File: config.mk
export PLATFORM = sky130hd
export DESIGN_NAME = agt_trim_regs
export DESIGN_NICKNAME = d
export VERILOG_FILES = /design/src/hw/agt_pkg.sv /design/src/hw/agt_trim_if.sv /design/src/hw/agt_trim_map.sv /design/src/hw/agt_trim_regs.sv
export SDC_FILE = /design/constraint.sdc
export NUM_CORES = 1
export LEC_CHECK = 0
export BUFFER_PORTS_ARGS = -buffer_cell sky130_fd_sc_hd__buf_2
export CORE_MARGIN = 10
export CORE_UTILIZATION = 60
export CTS_CLUSTER_DIAMETER = 40
export DETAILED_ROUTE_END_ITERATION = 10
export HOLD_SLACK_MARGIN = 0.08
export PLACE_DENSITY = 0.9
export SYNTH_ARGS = -nofsm -noshare
export SYNTH_HDL_FRONTEND = slang
export SYNTH_SLANG_ARGS = --single-unit
File: constraint.sdc
create_clock -name SYS_CLK -period 17.61 [get_ports SYS_CLK]
set_clock_uncertainty 0.05 [all_clocks]
set_input_delay 2.6415 -clock SYS_CLK [delete_from_list [all_inputs] [get_ports SYS_CLK]]
set_output_delay 2.6415 -clock SYS_CLK [all_outputs]
set_load 0.02 [all_outputs]
File: src/hw/agt_pkg.sv
// What this block does
// - The in-phase gain trim is a 9-bit code in bits 15:7 of its register; the host writes bits 6:0 as ones.
// - The gain code maps linearly and monotonically to full scale: zero 560 mV, midscale 700 mV, all ones 840 mV.
// - After power-on the gain code is midscale, which applies no adjustment.
// - A new gain trim takes effect at once, with no recalibration.
// - The quadrature offset magnitude is bits 15:8, linear and monotonic from zero to about 45 mV.
// - Bit 7 of the offset register picks polarity, zero positive and one negative; bits 6:0 are written as ones.
// - After power-on the offset magnitude and polarity are zero, so there is no offset.
package agt_pkg;
   // ==========================================================
   // Register map (index times four gives the byte address)
   localparam logic [7:0]  AGT_IDX_GAIN    = 8'h03;
   localparam logic [7:0]  AGT_IDX_OFFSET  = 8'h0a;
   localparam logic [7:0]  AGT_IDX_STATUS  = 8'h00;
   localparam int          AGT_ADDR_LSB    = 2;
   localparam int          AGT_ADDR_W      = 8;

   // ==========================================================
   // Field layout
   localparam int          AGT_GAIN_W      = 9;
   localparam int          AGT_GAIN_LSB    = 7;
   localparam int          AGT_OFS_W       = 8;
   localparam int          AGT_OFS_LSB     = 8;
   localparam int          AGT_SIGN_BIT    = 7;
   localparam int          AGT_CNT_W       = 8;

   // ==========================================================
   // Reset values
   localparam logic [15:0] AGT_GAIN_RST    = 16'h807f;
   localparam logic [15:0] AGT_OFFSET_RST  = 16'h007f;

   // ==========================================================
   // Full-scale mapping in millivolts
   localparam int          AGT_FS_W        = 10;
   localparam int          AGT_FS_MIN_MV   = 560;
   localparam int          AGT_FS_SPAN_MV  = 280;
   localparam int          AGT_GAIN_MAX    = 511;

   // ==========================================================
   // AHB-Lite encodings
   localparam logic [1:0]  AGT_HTRANS_NSEQ = 2'h2;
   localparam logic [2:0]  AGT_HSIZE_WORD  = 3'h2;
   localparam logic        AGT_HRESP_OKAY  = 1'b0;
endpackage : agt_pkg

File: src/hw/agt_trim_if.sv
`timescale 1ns/1ps
// Trim codes travelling from the register bank to the mapper
interface agt_trim_if;
   import agt_pkg::*;
   logic [AGT_GAIN_W-1:0] gain_code;
   logic [AGT_OFS_W-1:0]  ofs_mag;
   logic                  ofs_neg;
   modport bank (output gain_code, output ofs_mag, output ofs_neg);
   modport map  (input gain_code, input ofs_mag, input ofs_neg);
endinterface : agt_trim_if

File: src/hw/agt_trim_map.sv
`timescale 1ns/1ps
// Turns trim codes into registered analog control words
module agt_trim_map
   import agt_pkg::*;
(
   input  wire logic                   clk,
   input  wire logic                   rst,
   agt_trim_if.map                     trim,
   output      logic [AGT_FS_W-1:0]    fs_mv_reg,
   output      logic [AGT_OFS_W:0]     ofs_steps_reg
);
   logic [AGT_FS_W-1:0] fs_mv_next;
   logic [AGT_OFS_W:0]  ofs_steps_next;
   logic [31:0]         prod;

   // ==========================================================
   // Linear rounded map, endpoints exact
   always_comb begin
      prod       = 32'(trim.gain_code) * 32'(AGT_FS_SPAN_MV) + 32'(AGT_GAIN_MAX / 2);
      fs_mv_next = AGT_FS_W'(AGT_FS_MIN_MV) + AGT_FS_W'(prod / 32'(AGT_GAIN_MAX));
   end

   // Signed offset in code steps
   always_comb begin
      ofs_steps_next = trim.ofs_neg ? -{1'b0, trim.ofs_mag}
                                    :  {1'b0, trim.ofs_mag};
   end

   // Applied every cycle, no recalibration step
   always_ff @(posedge clk) begin
      if (rst) begin
         fs_mv_reg     <= AGT_FS_W'(AGT_FS_MIN_MV + AGT_FS_SPAN_MV / 2);
         ofs_steps_reg <= '0;
      end else begin
         fs_mv_reg     <= fs_mv_next;
         ofs_steps_reg <= ofs_steps_next;
      end
   end
endmodule : agt_trim_map

File: src/hw/agt_trim_regs.sv
// Register access over AHB-Lite is this design's own decision.
`timescale 1ns/1ps
// Gain and offset trim register bank on AHB-Lite
module agt_trim_regs
   import agt_pkg::*;
(
   input  wire logic                  SYS_CLK,
   input  wire logic                  SYS_RST,
   input  wire logic                  HSEL,
   input  wire logic [31:0]           HADDR,
   input  wire logic [1:0]            HTRANS,
   input  wire logic                  HWRITE,
   input  wire logic [2:0]            HSIZE,
   input  wire logic [31:0]           HWDATA,
   input  wire logic                  HREADY,
   output      logic [31:0]           HRDATA,
   output      logic                  HREADYOUT,
   output      logic                  HRESP,
   output      logic [AGT_GAIN_W-1:0] GAIN_CODE,
   output      logic [AGT_FS_W-1:0]   GAIN_FS_MV,
   output      logic [AGT_OFS_W-1:0]  OFFSET_MAG,
   output      logic                  OFFSET_NEG,
   output      logic [AGT_OFS_W:0]    OFFSET_STEPS
);
   import agt_pkg::*;

   agt_trim_if trim ();

   logic                  wr_pend_reg;
   logic [AGT_ADDR_W-1:0] wr_idx_reg;
   logic [AGT_GAIN_W-1:0] gain_reg;
   logic [AGT_OFS_W-1:0]  ofs_mag_reg;
   logic                  ofs_neg_reg;
   logic [AGT_CNT_W-1:0]  wr_cnt_reg;
   logic [31:0]           rdata_reg;
   logic [31:0]           rdata_next;
   logic                  addr_ok;
   logic                  wr_take;
   logic                  rd_take;
   logic [AGT_ADDR_W-1:0] a_idx;

   // Word index from a byte address
   function automatic logic [AGT_ADDR_W-1:0] idx_of(input logic [31:0] a);
      idx_of = a[AGT_ADDR_LSB +: AGT_ADDR_W];
   endfunction : idx_of

   // ==========================================================
   // Address phase decode
   always_comb begin
      a_idx   = idx_of(HADDR);
      addr_ok = HSEL && HREADY && (HTRANS == AGT_HTRANS_NSEQ) && (HSIZE == AGT_HSIZE_WORD);
      wr_take = addr_ok && HWRITE;
      rd_take = addr_ok && !HWRITE;
   end

   // Write address held into the data phase
   always_ff @(posedge SYS_CLK) begin
      if (SYS_RST) begin
         wr_pend_reg <= 1'b0;
         wr_idx_reg  <= '0;
      end else begin
         wr_pend_reg <= wr_take;
         wr_idx_reg  <= wr_take ? a_idx : wr_idx_reg;
      end
   end

   // ==========================================================
   // Gain trim, only bits 15:7 kept
   always_ff @(posedge SYS_CLK) begin
      if (SYS_RST) begin
         gain_reg <= AGT_GAIN_RST[AGT_GAIN_LSB +: AGT_GAIN_W];
      end else if (wr_pend_reg && wr_idx_reg == AGT_IDX_GAIN) begin
         gain_reg <= HWDATA[AGT_GAIN_LSB +: AGT_GAIN_W];
      end
   end

   // Offset trim, magnitude and sign
   always_ff @(posedge SYS_CLK) begin
      if (SYS_RST) begin
         ofs_mag_reg <= AGT_OFFSET_RST[AGT_OFS_LSB +: AGT_OFS_W];
         ofs_neg_reg <= AGT_OFFSET_RST[AGT_SIGN_BIT];
      end else if (wr_pend_reg && wr_idx_reg == AGT_IDX_OFFSET) begin
         ofs_mag_reg <= HWDATA[AGT_OFS_LSB +: AGT_OFS_W];
         ofs_neg_reg <= HWDATA[AGT_SIGN_BIT];
      end
   end

   // Count of accepted trim writes, wraps
   always_ff @(posedge SYS_CLK) begin
      if (SYS_RST) begin
         wr_cnt_reg <= '0;
      end else if (wr_pend_reg && (wr_idx_reg == AGT_IDX_GAIN || wr_idx_reg == AGT_IDX_OFFSET)) begin
         wr_cnt_reg <= wr_cnt_reg + AGT_CNT_W'(1);
      end
   end

   // ==========================================================
   // Read data, trims never read back
   always_comb begin
      rdata_next = '0;
      if (rd_take && a_idx == AGT_IDX_STATUS) begin
         rdata_next = 32'(wr_cnt_reg);
      end
   end

   always_ff @(posedge SYS_CLK) begin
      if (SYS_RST) begin
         rdata_reg <= '0;
      end else begin
         rdata_reg <= rdata_next;
      end
   end

   // Zero wait state, always OKAY
   always_ff @(posedge SYS_CLK) begin
      if (SYS_RST) begin
         HREADYOUT <= 1'b1;
         HRESP     <= AGT_HRESP_OKAY;
      end else begin
         HREADYOUT <= 1'b1;
         HRESP     <= AGT_HRESP_OKAY;
      end
   end

   // ==========================================================
   // Mapper and outputs
   assign trim.gain_code = gain_reg;
   assign trim.ofs_mag   = ofs_mag_reg;
   assign trim.ofs_neg   = ofs_neg_reg;

   agt_trim_map u_map (
      .clk           (SYS_CLK),
      .rst           (SYS_RST),
      .trim          (trim.map),
      .fs_mv_reg     (GAIN_FS_MV),
      .ofs_steps_reg (OFFSET_STEPS)
   );

   assign HRDATA     = rdata_reg;
   assign GAIN_CODE  = gain_reg;
   assign OFFSET_MAG = ofs_mag_reg;
   assign OFFSET_NEG = ofs_neg_reg;
endmodule : agt_trim_regs

Word-level counts from Yosys, hierarchy flattened
Index checks and enable logic that the tools add are counted.
W data, S select, Z words.
Storage, ports and cells
  output and inout bits: 71
  input port bits: 74
  register bits: 86
Cells by class
  bitwise operators: 2
  div/mod/pow operators: 1
  equality and inequality tests: 4
  reduce and logical (&&, ||, !) cells: 14
  add/sub/neg operators: 4
  multiplexer cells: 1
  multiply operators: 1
Operators with widths (number)
  $div A32 B9 Y32 const B: 1
  $add A18 B8 Y19 const B: 1
  $mul A9 B6 Y15 const B: 1
  $add A10 B10 Y10 const A: 1
  $logic_and A1 B1 Y1: 9
  $neg A8 Y9: 1
  $add A8 B1 Y8 const B: 1
  $eq A8 B2 Y1 const B: 1
  $eq A8 B4 Y1 const B: 1
  $logic_not A8 Y1: 1
  $mux W8: 1
  $reduce_or A2 Y1: 2
  $eq A3 B2 Y1 const B: 1
  $eq A2 B2 Y1 const B: 1
  $not A1 Y1: 2
  $logic_not A1 Y1: 1
  $logic_or A1 B1 Y1: 1

Depth between registers and ports, before layout
  depth after elaboration: 7
  depth in mapped cells: 44

Hierarchy
A second synthesis with hierarchy kept.
Second synthesis, totals
  cell total of the unflattened synthesis: 893
  area total of the unflattened synthesis: 7275.7 um2
Modules (own cells, without submodules)
  agt_trim_map: area an instance 5464.0 um2, instances 1, cells each 709
  agt_trim_regs: area an instance 1811.7 um2, instances 1, cells each 184

Worst setup path after synthesis
Ideal clock, no wire load.
  kind: register to register
  start: register gain_reg[7] (netlist: GAIN_CODE[7])
  end: register u_map.fs_mv_reg[0]
  path buffers: 2
  stages on the path, launching flop included: 43
  data required time: 17.486 ns
  clock period less this slack: 10.421 ns
  arrival time: 10.297 ns
  setup slack: 7.189 ns
  path through: dfxtp_1 ha_1 ha_1 inv_1 fa_1 inv_1 ha_1 a21oi_1 o21ai_2 xnor2_1 nand3b_4 or4_4 o21a_1 or4b_1 buf_2 nor4_4 a311oi_4 or4_4 [... 7 more ...] or4_4 a211oi_2 nor2_1 xnor2_1 inv_1 ha_1 inv_1 o32a_1 nor4_1 a32o_1 o2111a_1 or2_1 a21oi_1 ha_1 nor3_1 nand4_1 or3_1 a31oi_1
On the way
  cells in the longest elaborated chain, start to end: 4
Ends and longest elaborated chain
  start, declared: RTL line agt_trim_regs.sv:31  | logic [AGT_GAIN_W-1:0] gain_reg;
  start signal, assigned: RTL line agt_trim_regs.sv:71  | gain_reg <= AGT_GAIN_RST[AGT_GAIN_LSB +: AGT_GAIN_W];
  start signal, assigned: RTL line agt_trim_regs.sv:73  | gain_reg <= HWDATA[AGT_GAIN_LSB +: AGT_GAIN_W];
  $mul A9 B6 Y15: RTL line agt_trim_map.sv:19  | prod = 32'(trim.gain_code) * 32'(AGT_FS_SPAN_MV) + 32'(AGT_GAIN_MAX / 2);
  $add A18 B8 Y19: RTL line agt_trim_map.sv:19
  $div A32 B9 Y32: RTL line agt_trim_map.sv:20  | fs_mv_next = AGT_FS_W'(AGT_FS_MIN_MV) + AGT_FS_W'(prod / 32'(AGT_GAIN_MAX));
  $add A10 B10 Y10: RTL line agt_trim_map.sv:20
  end signal, assigned: RTL line agt_trim_map.sv:32  | fs_mv_reg <= AGT_FS_W'(AGT_FS_MIN_MV + AGT_FS_SPAN_MV / 2);
  end signal, assigned: RTL line agt_trim_map.sv:35  | fs_mv_reg <= fs_mv_next;
  end, declared: RTL line agt_trim_map.sv:9  | output logic [AGT_FS_W-1:0] fs_mv_reg,
Every way passes these cells.
A chain may end at the register's enable or synchronous reset.

Final worst setup path
Ends and elaborated chain as after synthesis.

==> flow_metrics.tcl <==
set metrics [dict create \
    p_leak_nw 3.17 \
    layout.nets 986 \
    synth_top_area_share_pct 19.2 \
    rows 37 \
    drt_iter0_markers 503 \
    firstDrtPassIters 6 \
    max_stage_delay_ns 0.72 \
    hp-class "register to register" \
    die_area_um2 15300 \
    top_usage_layer "met2" \
    whs_ns 0.448 \
    rsz0062_at_grt "false" \
    critical_path_buf_inv_count 4 \
    hold_viol 0 \
    cts_sinks 62 \
    grt_pass1_wl_um 27600 \
    yosysTopAreaCell "dfxtp_1" \
    cts-root-buf "clkbuf_8" \
    cts_buffers 9 \
    synth_area_per_cell_um2 7.91 \
    yosysWarnings 0 \
    coreArea_um2 10400 \
    fin_cells 1012 \
    cts_resized 0 \
    clkTransAtPathRegs_ns 0.08 \
    grt_use_met1_pct 26.7 \
    drc_errors 0 \
    outcome "finished, final reports clean" \
    timing.fmax_mhz 83.2 \
    antenna_cells 0 \
    final_cell_mix "96 x nor2_1, 71 x buf_2, 62 x dfxtp_1, 62 x nand2_1, 36 x ha_1" \
    fillCellCount 854 \
    synth_cells 817 \
    h-tree-depth 3 \
    cp.arrival_ns 12.22 \
    io_pins 145 \
    synth.area.top_cells "dfxtp_1 19%, ha_1 7.0%, nor2_1 5.6%" \
    maxSlewHeadroom_pct 26.8 \
    period_minus_slack_ns 12.01 \
    drv_slew 0 \
    cp_top_family "compound AO/OA/AOI/OAI gates" \
    crit_slowest_cell "or4b_1" \
    synthMuxAreaShare_pct 5.15 \
    antenna_found_initial 0 \
    async_flop_share_pct 0 \
    post-cts-setup-buffers 0 \
    use_met2_pct 37.1 \
    synth-simple-area-share_pct 27.5 \
    synth_edf_count 0 \
    gp_congestion 0.967 \
    synth_seq_area_share_pct 19.2 \
    finalCritPeriodShare_pct 68.2 \
    via_per_inst 6.32 \
    die_x_um 124 \
    cts_buffer_depth 2 \
    vias 6400 \
    grt_pass1_vias 5814 \
    start_util_pct 62.0 \
    endpoint_kind "register" \
    ys_seq_elements 62 \
    final_common_cell "nor2_1" \
    track_usage_pct 21.4 \
    crit_path_frequent_cell "ha_1" \
    wirelength_um 17000 \
    fp.dieH_um 124 \
    layout-drive-gt1-share_pct 15.0 \
    largest_register_ffs 10 \
    synth_compound_area_share_pct 25.2 \
    finalSetupViolCount 0 \
    maxCapViolCount 0 \
    gr-usage-met3_pct 3.39 \
    cp_max_fo 17 \
    syn_area_um2 6460 \
    final.setup.tns_ns 0 \
    ys.flop_type "dfxtp_1" \
    syn2layout_area_growth_pct 7.54 \
    ant_nets 0 \
    cts_hold_buf 0 \
    grt_overflow 0 \
    dp_hpwl_um 13100 \
    power_density_nw_per_um2 38.3 \
    dp.cells 996 \
    synthAdderAreaFrac_pct 8.68 \
    tightest_slew_ns 1.09 \
    fin_ws_ns 5.60 \
    synth_top_family_by_area "simple AND/OR/NAND/NOR gates" \
    crit_path_start_kind "register" \
    insertion_delay_ns 0.34 \
    path_class "register to register" \
    synth_xor_area_share_pct 7.85 \
    grt_max_degree 56 \
    tritoncts "yes" \
    wire_per_inst_um 16.8 \
    required_ns 17.81 \
    irDropWorstVdd_mv 0.0488 \
    place_ws_ns 5.79 \
    io_buffers 71 \
    synthDistinctLibCells 98 \
]
[final timing paths]
path	cells after the start	startpoint	slack, ns	to
setup reg to reg	40	GAIN_CODE[7]	5.60	u_map.fs_mv_reg[0]
setup / recovery	40	GAIN_CODE[7]	5.60	u_map.fs_mv_reg[0]
hold reg to reg	1	wr_cnt_reg[7]	0.45	HRDATA[7]
hold / removal	1	wr_cnt_reg[7]	0.45	HRDATA[7]
[cell usage after synthesis (all sizes together) (9+ instances only)]
master and instances:
o21ai 25, a21oi 33, o31ai 11, o21a 9, xor2 27, nor3 27, nor2 96, ha 36
mux2i 31, clkbuf 15, inv 27, and2 18, or2 15, a211oi 13, dfxtp 62, xnor2 30
and3 10, nand2 62, nand3 24, buf 37, a31oi 9, or3 13, nor4 13, nand4 12
o211ai 22
[cell families after synthesis]
| logic type | after synthesis |
|---|---|
| AOI/OAI and AO/OA | 209 |
| xor gates and xnor gates | 57 |
| adders and majority gates | 42 |
| buffers and inverters | 79 |
| DFF | 62 |
| muxes | 33 |
| other | 2 |
| and+or+nand+nor | 333 |
[metal layers]
layer | share of wire (%) | vias to the layer above | wire length [um]
li1 | - | 3111 | -
met1 | 42 | 2988 | 7210
met2 | 48 | 260 | 8240
met3 | 7.1 | 41 | 1220
met4 | 2.1 | 0 | 365
met5 | 0 | - | 0
[stage by stage]
stage / power (mW) / util (%) / area [um^2]
5_1_grt: 0.274 / 66.7 / 6950
3_3_place_gp: 0.154 / 65.0 / 6770
3_5_place_dp: 0.154 / 65.0 / 6770
4_1_cts: 0.267 / 66.7 / 6950
2_1_floorplan: 0.155 / - / 6550
6_report: 0.266 / 66.7 / 6950
[where the power goes]
part	internal [mW]	leakage [nW]	total (mW)	switching (mW)
registers	0.140	0.499	0.140	0.0000246
logic	0.00260	2.58	0.0115	0.00894
clock network	0.0525	0.0908	0.114	0.0616
total	0.195	3.17	0.266	0.0705
[cell type report]
type	count	area, um^2	area share (%)
multi-input combinational	700	4900	70.6
sequential	62	1240	17.9
timing repair buffer	71	355	5.12
tap	136	170	2.45
clock buffer	9	124	1.78
inverter	27	101	1.46
clock inverter	7	52.6	0.757
Note: power is estimated with default switching activity, not from simulation.
